File: config.mk
export PLATFORM = sky130hd
export DESIGN_NAME = swcrt_top
export DESIGN_NICKNAME = d
export VERILOG_FILES = /design/src/inc/swcrt_pkg.sv /design/src/inc/swcrt_timer_if.sv /design/src/design/swcrt_top.sv /design/src/design/swcrt_tick_timer.sv
export VERILOG_INCLUDE_DIRS = /design/src /design/src/inc
export SDC_FILE = /design/constraint.sdc
export NUM_CORES = 1
export LEC_CHECK = 0
export BUFFER_PORTS_ARGS = -buffer_cell sky130_fd_sc_hd__clkbuf_2
export CAP_MARGIN = 0
export CORE_MARGIN = 1.5
export CORE_UTILIZATION = 55
export DETAILED_ROUTE_END_ITERATION = 10
export PLACE_DENSITY_LB_ADDON = 0.12
export SETUP_SLACK_MARGIN = 0.15
export SYNTH_ARGS = -nofsm -noshare
export SYNTH_HDL_FRONTEND = slang
export SYNTH_SLANG_ARGS = --single-unit
File: constraint.sdc
create_clock -name ref_clk -period 3.13 [get_ports ref_clk]
set_input_delay 0.1565 -clock ref_clk [delete_from_list [all_inputs] [get_ports ref_clk]]
set_output_delay 0.1565 -clock ref_clk [all_outputs]
set_load 0.1 [all_outputs]
File: src/inc/swcrt_defines.svh
// Offsets, field positions, reset values and timing counts of the sequencer timing helpers
`ifndef SWCRT_DEFINES_SVH
`define SWCRT_DEFINES_SVH

`define SWCRT_ADDR_STEP_INDEX 8'h92
`define SWCRT_ADDR_WAIT_CTRL 8'h97
`define SWCRT_ADDR_GATE_CTRL 8'h98
`define SWCRT_ADDR_RELEASE_CTRL 8'h99

`define SWCRT_RST_STEP_INDEX 8'h00
`define SWCRT_RST_WAIT_CTRL 8'h00
`define SWCRT_RST_GATE_CTRL 8'h00
`define SWCRT_RST_RELEASE_CTRL 8'h00

`define SWCRT_WAIT_STEP_LSB 0
`define SWCRT_WAIT_DIR_MSB 7
`define SWCRT_WAIT_DIR_LSB 6
`define SWCRT_WAIT_TIMEOUT_BIT 5
`define SWCRT_WAIT_SRC_BIT 4
`define SWCRT_WAIT_TIME_MSB 3
`define SWCRT_WAIT_TIME_LSB 0

`define SWCRT_GATE_OUT_EN_BIT 7
`define SWCRT_GATE_RTC_BIT 6
`define SWCRT_GATE_OUT_BIT 5
`define SWCRT_GATE_START_BIT 4
`define SWCRT_GATE_CRYSTAL_BIT 3
`define SWCRT_GATE_SETTLE_MSB 2
`define SWCRT_GATE_SETTLE_LSB 0

`define SWCRT_REL_EVENT_MSB 7
`define SWCRT_REL_EVENT_LSB 6
`define SWCRT_REL_TIMER_MSB 5
`define SWCRT_REL_TIMER_LSB 0

`define SWCRT_CLK_PERIOD_PS 5000
`define SWCRT_TICK_US 512
`define SWCRT_TICK_CYCLES ((`SWCRT_TICK_US * 1000000) / `SWCRT_CLK_PERIOD_PS)
`define SWCRT_TIMEOUT_MS 500
`define SWCRT_TIMEOUT_TICKS ((`SWCRT_TIMEOUT_MS * 1000) / `SWCRT_TICK_US)
`define SWCRT_SETTLE_STEP_TICKS 1024
`define SWCRT_RELEASE_UNIT_US 1024
`define SWCRT_RELEASE_UNIT_TICKS (`SWCRT_RELEASE_UNIT_US / `SWCRT_TICK_US)
`define SWCRT_RELEASE_LONG_MULT 32
`define SWCRT_RELEASE_LONG_BASE 31
`define SWCRT_OSC_FALL_EDGES 3

`endif

File: src/inc/swcrt_pkg.sv
// Types shared by the sequencer timing helpers
package swcrt_pkg;
	typedef enum logic [1:0] {
		WAIT_IDLE,
		WAIT_EXT,
		WAIT_TIMER,
		WAIT_DONE
	} swcrt_wait_state_type;

	typedef enum logic [1:0] {
		TRIG_EXT_WAKE,
		TRIG_SYSTEM_UP,
		TRIG_POWER_UP,
		TRIG_LEAVE_RESET
	} swcrt_trigger_type;

	typedef logic [15:0] swcrt_ticks_type;
endpackage : swcrt_pkg

File: src/inc/swcrt_timer_if.sv
// Start and expiry handshake between the top block and one tick timer
`timescale 1ns/1ps
interface swcrt_timer_if;
	import swcrt_pkg::*;
	logic start;
	swcrt_ticks_type ticks;
	logic busy;
	logic done;
	modport ctrl (output start, output ticks, input busy, input done);
	modport timer (input start, input ticks, output busy, output done);
endinterface : swcrt_timer_if

File: src/design/swcrt_top.sv
// Wait slot, slow clock gating and reset release timing of the power sequencer
`timescale 1ns/1ps
`include "swcrt_defines.svh"
module swcrt_top #(
	parameter int TICK_CYCLES = `SWCRT_TICK_CYCLES,
	parameter int TIMEOUT_TICKS = `SWCRT_TIMEOUT_TICKS
) (
	// Clock and reset
	input wire logic ref_clk,
	input wire logic arst_n,
	// Register port
	input wire logic regWrEn,
	input wire logic regRdEn,
	input wire logic [7:0] regAddr,
	input wire logic [7:0] regWrData,
	output logic [7:0] regRdData,
	// Sequencer slot engine
	input wire logic [3:0] seqSlotIndex,
	input wire logic seqSlotStart,
	input wire logic seqDirUp,
	output logic seqHold,
	output logic waitTimedOut,
	// External wait pin
	input wire logic external_hold_input,
	// Slow clock
	input wire logic slowClockIn,
	input wire logic oscillatorOn,
	input wire logic slow_clock_output_pause,
	input wire logic backupCrystalPresent,
	output logic counterClock,
	output logic slow_clock_output,
	output logic settleDone,
	// Reset release triggers and output
	input wire logic external_wake,
	input wire logic system_domain_up,
	input wire logic power_domain_up,
	input wire logic leaveResetMode,
	output logic system_reset_out_n
);
	import swcrt_pkg::*;

	// Register fields
	logic [7:0] stepIndex_r;
	logic [7:0] waitCtrl_r;
	logic [7:0] gateCtrl_r;
	logic [7:0] releaseCtrl_r;
	logic [7:0] regRdData_r;
	logic crystalLoaded_r;

	logic [1:0] waitDir;
	logic waitTimeoutEn;
	logic waitSrcTimer;
	logic [3:0] waitTime;
	logic [2:0] settleCode;
	swcrt_trigger_type trigSel;
	logic [5:0] releaseCode;

	assign waitDir = waitCtrl_r[`SWCRT_WAIT_DIR_MSB:`SWCRT_WAIT_DIR_LSB];
	assign waitTimeoutEn = waitCtrl_r[`SWCRT_WAIT_TIMEOUT_BIT];
	assign waitSrcTimer = waitCtrl_r[`SWCRT_WAIT_SRC_BIT];
	assign waitTime = waitCtrl_r[`SWCRT_WAIT_TIME_MSB:`SWCRT_WAIT_TIME_LSB];
	assign settleCode = gateCtrl_r[`SWCRT_GATE_SETTLE_MSB:`SWCRT_GATE_SETTLE_LSB];
	assign trigSel = swcrt_trigger_type'(releaseCtrl_r[`SWCRT_REL_EVENT_MSB:`SWCRT_REL_EVENT_LSB]);
	assign releaseCode = releaseCtrl_r[`SWCRT_REL_TIMER_MSB:`SWCRT_REL_TIMER_LSB];

	// Duration code to ticks of 512 us, doubling per step
	function automatic swcrt_ticks_type waitTicks(input logic [3:0] code);
		swcrt_ticks_type t;
		t = '0;
		if (code != 4'h0) begin
			t = swcrt_ticks_type'(16'h0001 << (code - 4'h1));
		end
		return t;
	endfunction : waitTicks

	// Settle code to ticks, steps of about 0.52 s
	function automatic swcrt_ticks_type settleTicks(input logic [2:0] code);
		return swcrt_ticks_type'(code * `SWCRT_SETTLE_STEP_TICKS);
	endfunction : settleTicks

	// Release code to ticks, linear then coarse
	function automatic swcrt_ticks_type releaseTicks(input logic [5:0] code);
		swcrt_ticks_type t;
		t = '0;
		if (code < 6'h20) begin
			t = swcrt_ticks_type'(code * `SWCRT_RELEASE_UNIT_TICKS);
		end else begin
			t = swcrt_ticks_type'((code - `SWCRT_RELEASE_LONG_BASE)
				* `SWCRT_RELEASE_LONG_MULT * `SWCRT_RELEASE_UNIT_TICKS);
		end
		return t;
	endfunction : releaseTicks

	// Register writes; crystal bit caught once after reset release
	always_ff @(posedge ref_clk or negedge arst_n) begin
		if (!arst_n) begin
			stepIndex_r <= `SWCRT_RST_STEP_INDEX;
			waitCtrl_r <= `SWCRT_RST_WAIT_CTRL;
			gateCtrl_r <= `SWCRT_RST_GATE_CTRL;
			releaseCtrl_r <= `SWCRT_RST_RELEASE_CTRL;
			crystalLoaded_r <= 1'b0;
		end else begin
			crystalLoaded_r <= 1'b1;
			if (!crystalLoaded_r) begin
				gateCtrl_r[`SWCRT_GATE_CRYSTAL_BIT] <= backupCrystalPresent;
			end else if (regWrEn && regAddr == `SWCRT_ADDR_GATE_CTRL) begin
				gateCtrl_r <= regWrData;
			end
			if (regWrEn && regAddr == `SWCRT_ADDR_STEP_INDEX) begin
				stepIndex_r <= regWrData;
			end
			if (regWrEn && regAddr == `SWCRT_ADDR_WAIT_CTRL) begin
				waitCtrl_r <= regWrData;
			end
			if (regWrEn && regAddr == `SWCRT_ADDR_RELEASE_CTRL) begin
				releaseCtrl_r <= regWrData;
			end
		end
	end

	// Read data; unmapped addresses read zero
	always_ff @(posedge ref_clk or negedge arst_n) begin
		if (!arst_n) begin
			regRdData_r <= 8'h00;
		end else if (regRdEn) begin
			unique case (regAddr)
				`SWCRT_ADDR_STEP_INDEX: regRdData_r <= stepIndex_r;
				`SWCRT_ADDR_WAIT_CTRL: regRdData_r <= waitCtrl_r;
				`SWCRT_ADDR_GATE_CTRL: regRdData_r <= gateCtrl_r;
				`SWCRT_ADDR_RELEASE_CTRL: regRdData_r <= releaseCtrl_r;
				default: regRdData_r <= 8'h00;
			endcase
		end
	end

	// Pin synchronisers, three stages; a level counts once stages two and three agree
	logic [2:0] holdSync_r;
	logic [2:0] slowSync_r;
	logic [2:0] oscSync_r;
	logic holdLevel_r;
	logic slowLevel_r;
	logic oscLevel_r;

	always_ff @(posedge ref_clk or negedge arst_n) begin
		if (!arst_n) begin
			holdSync_r <= 3'h0;
			slowSync_r <= 3'h0;
			oscSync_r <= 3'h0;
		end else begin
			holdSync_r <= {holdSync_r[1:0], external_hold_input};
			slowSync_r <= {slowSync_r[1:0], slowClockIn};
			oscSync_r <= {oscSync_r[1:0], oscillatorOn};
		end
	end

	always_ff @(posedge ref_clk or negedge arst_n) begin
		if (!arst_n) begin
			holdLevel_r <= 1'b0;
			slowLevel_r <= 1'b0;
			oscLevel_r <= 1'b0;
		end else begin
			if (holdSync_r[1] == holdSync_r[2]) begin
				holdLevel_r <= holdSync_r[2];
			end
			if (slowSync_r[1] == slowSync_r[2]) begin
				slowLevel_r <= slowSync_r[2];
			end
			if (oscSync_r[1] == oscSync_r[2]) begin
				oscLevel_r <= oscSync_r[2];
			end
		end
	end

	// Timers
	swcrt_timer_if waitTif ();
	swcrt_timer_if settleTif ();
	swcrt_timer_if releaseTif ();

	swcrt_tick_timer #(.TICK_CYCLES(TICK_CYCLES)) waitTimer (
		.ref_clk(ref_clk),
		.arst_n(arst_n),
		.tif(waitTif)
	);

	swcrt_tick_timer #(.TICK_CYCLES(TICK_CYCLES)) settleTimer (
		.ref_clk(ref_clk),
		.arst_n(arst_n),
		.tif(settleTif)
	);

	swcrt_tick_timer #(.TICK_CYCLES(TICK_CYCLES)) releaseTimer (
		.ref_clk(ref_clk),
		.arst_n(arst_n),
		.tif(releaseTif)
	);

	// Wait slot
	swcrt_wait_state_type waitState_r;
	logic seqHold_r;
	logic waitTimedOut_r;
	logic waitApplies;
	logic waitEnter;
	logic waitStartTimer;

	always_comb begin
		unique case (waitDir)
			2'b00: waitApplies = 1'b0;
			2'b01: waitApplies = seqDirUp;
			2'b10: waitApplies = !seqDirUp;
			2'b11: waitApplies = 1'b1;
		endcase
	end

	// A timed wait with code 0 adds nothing, so it never enters the hold
	assign waitEnter = seqSlotStart && waitApplies
		&& seqSlotIndex == stepIndex_r[3:0]
		&& (!waitSrcTimer || waitTime != 4'h0);
	assign waitStartTimer = waitEnter && (waitSrcTimer || waitTimeoutEn);
	assign waitTif.start = waitStartTimer;
	assign waitTif.ticks = waitSrcTimer ? waitTicks(waitTime)
		: swcrt_ticks_type'(TIMEOUT_TICKS);

	always_ff @(posedge ref_clk or negedge arst_n) begin
		if (!arst_n) begin
			waitState_r <= WAIT_IDLE;
			waitTimedOut_r <= 1'b0;
		end else begin
			unique case (waitState_r)
				WAIT_IDLE: begin
					if (waitEnter) begin
						waitTimedOut_r <= 1'b0;
						waitState_r <= waitSrcTimer ? WAIT_TIMER : WAIT_EXT;
					end
				end
				WAIT_EXT: begin
					if (holdLevel_r) begin
						waitState_r <= WAIT_DONE;
					end else if (waitTimeoutEn && waitTif.done) begin
						waitTimedOut_r <= 1'b1;
						waitState_r <= WAIT_DONE;
					end
				end
				WAIT_TIMER: begin
					if (waitTif.done) begin
						waitState_r <= WAIT_DONE;
					end
				end
				WAIT_DONE: begin
					// Fresh entry into the wait step waits again; any other slot frees it
					if (waitEnter) begin
						waitTimedOut_r <= 1'b0;
						waitState_r <= waitSrcTimer ? WAIT_TIMER : WAIT_EXT;
					end else if (seqSlotStart) begin
						waitState_r <= WAIT_IDLE;
					end
				end
			endcase
		end
	end

	// Hold stays high until the condition is met; the engine advances at its boundary
	always_ff @(posedge ref_clk or negedge arst_n) begin
		if (!arst_n) begin
			seqHold_r <= 1'b0;
		end else if (waitEnter && (waitState_r == WAIT_IDLE || waitState_r == WAIT_DONE)) begin
			seqHold_r <= 1'b1;
		end else if (waitState_r == WAIT_EXT || waitState_r == WAIT_TIMER) begin
			seqHold_r <= !(waitState_r == WAIT_EXT ? (holdLevel_r
				|| (waitTimeoutEn && waitTif.done)) : waitTif.done);
		end else begin
			seqHold_r <= 1'b0;
		end
	end

	// Stabilization start
	logic [1:0] fallCount_r;
	logic slowLevelDly_r;
	logic oscLevelDly_r;
	logic settleStarted_r;
	logic settleDone_r;
	logic settleGo;
	logic fallEdge;

	assign fallEdge = slowLevelDly_r && !slowLevel_r;

	always_ff @(posedge ref_clk or negedge arst_n) begin
		if (!arst_n) begin
			slowLevelDly_r <= 1'b0;
			oscLevelDly_r <= 1'b0;
			fallCount_r <= 2'h0;
		end else begin
			slowLevelDly_r <= slowLevel_r;
			oscLevelDly_r <= oscLevel_r;
			if (!oscLevel_r) begin
				fallCount_r <= 2'h0;
			end else if (fallEdge && fallCount_r != 2'(`SWCRT_OSC_FALL_EDGES)) begin
				fallCount_r <= fallCount_r + 2'h1;
			end
		end
	end

	assign settleGo = !settleStarted_r && (gateCtrl_r[`SWCRT_GATE_START_BIT]
		? (oscLevel_r && !oscLevelDly_r)
		: (fallEdge && fallCount_r == 2'(`SWCRT_OSC_FALL_EDGES - 1)));
	assign settleTif.start = settleGo;
	assign settleTif.ticks = settleTicks(settleCode);

	always_ff @(posedge ref_clk or negedge arst_n) begin
		if (!arst_n) begin
			settleStarted_r <= 1'b0;
			settleDone_r <= 1'b0;
		end else if (!oscLevel_r) begin
			settleStarted_r <= 1'b0;
			settleDone_r <= 1'b0;
		end else begin
			if (settleGo) begin
				settleStarted_r <= 1'b1;
			end
			if (settleTif.done) begin
				settleDone_r <= 1'b1;
			end
		end
	end

	// Gated slow clock outputs
	logic counterClock_r;
	logic slowClockOut_r;
	logic counterAllow;
	logic outAllow;

	assign counterAllow = !gateCtrl_r[`SWCRT_GATE_RTC_BIT] || settleDone_r;
	assign outAllow = gateCtrl_r[`SWCRT_GATE_OUT_EN_BIT] && !slow_clock_output_pause
		&& (!gateCtrl_r[`SWCRT_GATE_OUT_BIT] || settleDone_r);

	always_ff @(posedge ref_clk or negedge arst_n) begin
		if (!arst_n) begin
			counterClock_r <= 1'b0;
			slowClockOut_r <= 1'b0;
		end else begin
			counterClock_r <= counterAllow && slowLevel_r;
			slowClockOut_r <= outAllow && slowLevel_r;
		end
	end

	// Reset release
	logic trigHit;
	logic releaseArmed_r;
	logic sysReset_n_r;

	always_comb begin
		unique case (trigSel)
			TRIG_EXT_WAKE: trigHit = external_wake;
			TRIG_SYSTEM_UP: trigHit = system_domain_up;
			TRIG_POWER_UP: trigHit = power_domain_up;
			TRIG_LEAVE_RESET: trigHit = leaveResetMode;
		endcase
	end

	// Only the first trigger counts; later ones cannot restart a release
	assign releaseTif.start = trigHit && !releaseArmed_r && !sysReset_n_r;
	assign releaseTif.ticks = releaseTicks(releaseCode);

	always_ff @(posedge ref_clk or negedge arst_n) begin
		if (!arst_n) begin
			releaseArmed_r <= 1'b0;
			sysReset_n_r <= 1'b0;
		end else begin
			if (releaseTif.start) begin
				releaseArmed_r <= 1'b1;
			end
			if (releaseTif.done) begin
				sysReset_n_r <= 1'b1;
			end
		end
	end

	assign regRdData = regRdData_r;
	assign seqHold = seqHold_r;
	assign waitTimedOut = waitTimedOut_r;
	assign counterClock = counterClock_r;
	assign slow_clock_output = slowClockOut_r;
	assign settleDone = settleDone_r;
	assign system_reset_out_n = sysReset_n_r;
endmodule : swcrt_top

File: src/design/swcrt_tick_timer.sv
// Countdown of whole ticks with its own prescaler, restarted by start
`timescale 1ns/1ps
`include "swcrt_defines.svh"
module swcrt_tick_timer #(
	parameter int TICK_CYCLES = `SWCRT_TICK_CYCLES
) (
	// Clock and reset
	input wire logic ref_clk,
	input wire logic arst_n,
	// Control
	swcrt_timer_if.timer tif
);
	import swcrt_pkg::*;

	// Own prescaler so a start never lands mid-tick and shortens the delay
	logic [31:0] preCount_r;
	swcrt_ticks_type tickCount_r;
	logic busy_r;
	logic done_r;
	logic tickHit;

	assign tickHit = (preCount_r == 32'(TICK_CYCLES - 1));

	always_ff @(posedge ref_clk or negedge arst_n) begin
		if (!arst_n) begin
			preCount_r <= 32'h0000_0000;
		end else if (tif.start || !busy_r || tickHit) begin
			preCount_r <= 32'h0000_0000;
		end else begin
			preCount_r <= preCount_r + 32'h0000_0001;
		end
	end

	always_ff @(posedge ref_clk or negedge arst_n) begin
		if (!arst_n) begin
			tickCount_r <= '0;
			busy_r <= 1'b0;
			done_r <= 1'b0;
		end else if (tif.start) begin
			tickCount_r <= tif.ticks;
			busy_r <= (tif.ticks != '0);
			done_r <= (tif.ticks == '0);
		end else if (busy_r && tickHit) begin
			tickCount_r <= tickCount_r - 16'h0001;
			busy_r <= (tickCount_r != 16'h0001);
			done_r <= (tickCount_r == 16'h0001);
		end else begin
			done_r <= 1'b0;
		end
	end

	assign tif.busy = busy_r;
	assign tif.done = done_r;
endmodule : swcrt_tick_timer

==> metrics.md <==
| Metric | Value |
|---|---|
| Min-Delay Path Class | `in2reg` |
| Setup crit end kind | `register` |
| Detail Route Antenna Nets | `0` |
| Layout area overhead | `15.2%` |
| Worst setup path start | `settleTimer.preCount_r[27]` |
| Htree depth | `1` |
| Reg2reg setup slack | `350 ps` |
| Fin crit period | `2780 ps` |
| Worst r2r src | `settleTimer.preCount_r[27]` |
| Gate power share | `0.119` |
| Final period util | `0.887` |
| Commonest non-fill, non-tap cell in the layout | `dfrtp_1` |
| Placer congestion estimate | `between 0.8 and 0.9` |
| CP Cell Sequence | `or4_1 > or4_1 > or4_4 > or4_1 > a21oi_1` |
| Final Total Pwr | `just over 0.007 W` |
| Most frequent cells in the layout | `dfrtp_1 (217), nor2_1 (130), nand3_1 (71)` |
| Combined area of all synthesized cells | `about 11,000 sq um` |
| # setup viols final | `0` |
| Crit-path max FO | `8` |
| Internal Power | `~0.0053 W` |
| Sw Ratio | `0.255` |
| CP max stage delay | `~660 ps` |
| Clock sink total | `217` |
| Vias | `around 9,000` |
| RSZ-0062 raised after global routing | `no` |
| Synth async-reset ratio | `1.00` |
| DR vias/cell | `between 5 and 6` |
| Max-slew headroom | `0.415` |
| Fmax | `roughly 0.36 GHz` |
| Synthesized area per cell | `roughly 9.9 sq um` |
| CP max-delay cell | `or4_1` |
| Die ar. | `21,200 sq um` |
| Reg clk slew, reported paths | `60 ps` |
| PwrDens | `549 nW/um^2` |
| Clock Tree Buf Depth | `3` |
| Die W | `~150 um` |
| Routed wire length | `roughly 24,000 um` |
| Fin. Hold Viols | `0` |
| Ys Warns | `0` |
| GRT Total Usage | `0.237` |
| Drc violations | `0` |
| Required @ worst endpoint | `3560 ps` |
| Slew Viols, Final | `0` |
| Largest net degree at the start of global routing | `86` |
| Port buffer count | `48` |
| Core Rows | `52` |
| Initial Util | `0.558` |
| R2R depth | `5` |
| Status | `completed` |
| Library cells used by synthesis | `70` |
| Psw | `0.00181 W` |
| Non-Filler Instances | `1,496` |
| Seq/Total Area, Yosys | `0.484` |
| Sum Neg Setup Slack | `0 ps` |
| DP HPWL | `16,600 um` |
| Synth Register Bits | `~220` |
| CTS tree | `yes` |
| DR pass1 iterations | `5` |
| Hold Path Stages | `2` |
| Worst Hold Launch | `regRdEn` |
| Reported max-cap violation count | `0` |
| Post-layout util | `0.642` |
| Net Count, Synth | `around 1,200` |
| Flop pwr share | `0.438` |
| CTS root buf | `clkbuf_16` |
| Initial antenna violation count | `1` |
| Share of cells above drive strength 1 | `0.140` |
| CP startpoint kind | `register` |
| Ys flop type | `dfrtp_1` |
| CP Data Arrival Time | `3210 ps` |
| Core Area | `roughly 20,000 sq um` |
| Post-synthesis cell count | `1,138` |
| Clock latency on the worst-skew pair | `510 ps` |
| Overflow after GRT | `0` |
| Worst Tran Pin Value | `approximately 870 ps` |
| Clock skew | `approximately 11 ps` |
| Die Y | `146 um` |
| Initial DRC Count | `586` |
| Num CTS Buffers | `24` |
| Crit path kind | `reg2reg` |
| Wire length of the first global-routing pass | `41,900 um` |
| Clk pwr share | `0.443` |
| LEAKAGE | `approximately 5.4 nW` |
| NumNets Final | `about 1,300` |
| Most frequent CP cell | `or4_1` |
| Peak supply drop | `0.000425 V` |
| DR WL/cell | `around 16 um` |
| EDFF count, synth | `0` |
| Io pins | `49` |
| Cells after DPL | `1,437` |
| Vias in the first global route | `8,466` |
state kept, by name, indices dropped and copies added (netlist names), 2 cells and up:
register                  flops
settleTimer.preCount_r       32
oscSync_r                     3
releaseCtrl_r                 8
waitTimer.preCount_r         32
regRdData                     8
waitCtrl_r                    8
gateCtrl_r                    8
holdSync_r                    3
stepIndex_r                   8
fallCount_r                   2
settleTimer.tickCount_r      16
slowSync_r                    3
waitTimer.tickCount_r        16
releaseTimer.tickCount_r     16
releaseTimer.preCount_r      32
waitState_r                   2
through the flow:
| stage | instance area (sq um) | setup WS (ps) | hold slack, ps |
|---|---|---|---|
| 2_1_floorplan | 11200 | 630 | -139 |
| 3_3_place_gp | 11900 | 443 | 203 |
| 3_5_place_dp | 11900 | 391 | 196 |
| 4_1_cts | 12900 | 352 | 32.3 |
| 5_1_grt | 12900 | 281 | 43.4 |
| 6_report | 12900 | 354 | 35.8 |
cell usage after synthesis (all sizes together), types with 7 or more instances:
cell      n  share of area
xor2     62          0.048
nand2b    8         0.0045
nor4b     8         0.0068
nor3     20         0.0089
xnor2    52          0.041
a21oi    28          0.013
ha       17          0.019
mux2i     8         0.0071
o21ai    35          0.016
and3     18          0.010
o22ai    10         0.0056
mux2     33          0.033
nand3    71          0.032
a22oi     8         0.0054
nand2    62          0.021
or4      25          0.018
clkbuf   45          0.015
and2      7         0.0039
dfrtp   217           0.48
nand4    42          0.023
nand4b    7         0.0055
inv      44          0.015
or3      21          0.012
nor2    130          0.044
nor4     54          0.032
a22o      9         0.0070
final cells by class:
class | count | area (sq um)
inverters | 44 | 165
clock inverters | 12 | 218
diodes | 1 | 2.50
repair buffers | 93 | 636
fillers | 1642 | 7190
multi-input cells | 827 | 5450
flip-flops and latches | 217 | 5430
clock buffers | 32 | 672
well taps | 270 | 338
metal layers:
layer  vias up  track usage  wire, um
met5         -            0         0
met1      4291        0.354     12000
met3        35       0.0292       906
li1       4258            -         -
met2       162        0.367     11000
met4         0       0.0602       518
timing repair:
action                                  in CTS  in global routing
endpoints found under the setup margin       0                  1
hold endpoints to repair                   117                  0
resized for setup                            0                  1
hold buffers                                14                  0
buffers inserted                             0                  0
logic make-up after synthesis:
| kind of cell | after synthesis | synth area share |
|---|---|---|
| and+or+nand+nor | 505 | 0.243 |
| DFF | 217 | 0.484 |
| AOI/OAI and AO/OA | 145 | 0.0872 |
| xor gates and xnor gates | 114 | 0.0891 |
| buffers and inverters | 94 | 0.0318 |
| muxes | 42 | 0.0423 |
| adders and majority gates | 20 | 0.0217 |
| other | 1 | 0.000335 |
power groups by stage:
| stage | registers [W] | logic [W] | clock network [W] |
|---|---|---|---|
| global placement | 0.00315 | 0.000812 | 0 |
| finish | 0.00311 | 0.000843 | 0.00314 |
| detailed placement | 0.00316 | 0.000823 | 0 |
| floorplan | 0.00316 | 0.000544 | 0 |
| global route | 0.00313 | 0.000948 | 0.00332 |
| CTS | 0.00311 | 0.000849 | 0.00319 |
critical path, delay by kind of cell, from the launching register on:
kind | cells | cell delay, ps
DFF | 1 | 400
AOI/OAI and AO/OA | 1 | 180
and+or+nand+nor | 4 | 2120
final timing paths:
| check | endpoint |
|---|---|
| min in group asynchronous | releaseTimer.tickCount_r[13] |
| max in group asynchronous | waitTimer.preCount_r[1] |
| min reg2reg | holdSync_r[1] |
| min | regRdData[6] |
| max | settleTimer.tickCount_r[14] |
| max reg2reg | settleTimer.tickCount_r[14] |
No activity file was read; power rests on OpenSTA's default activity.
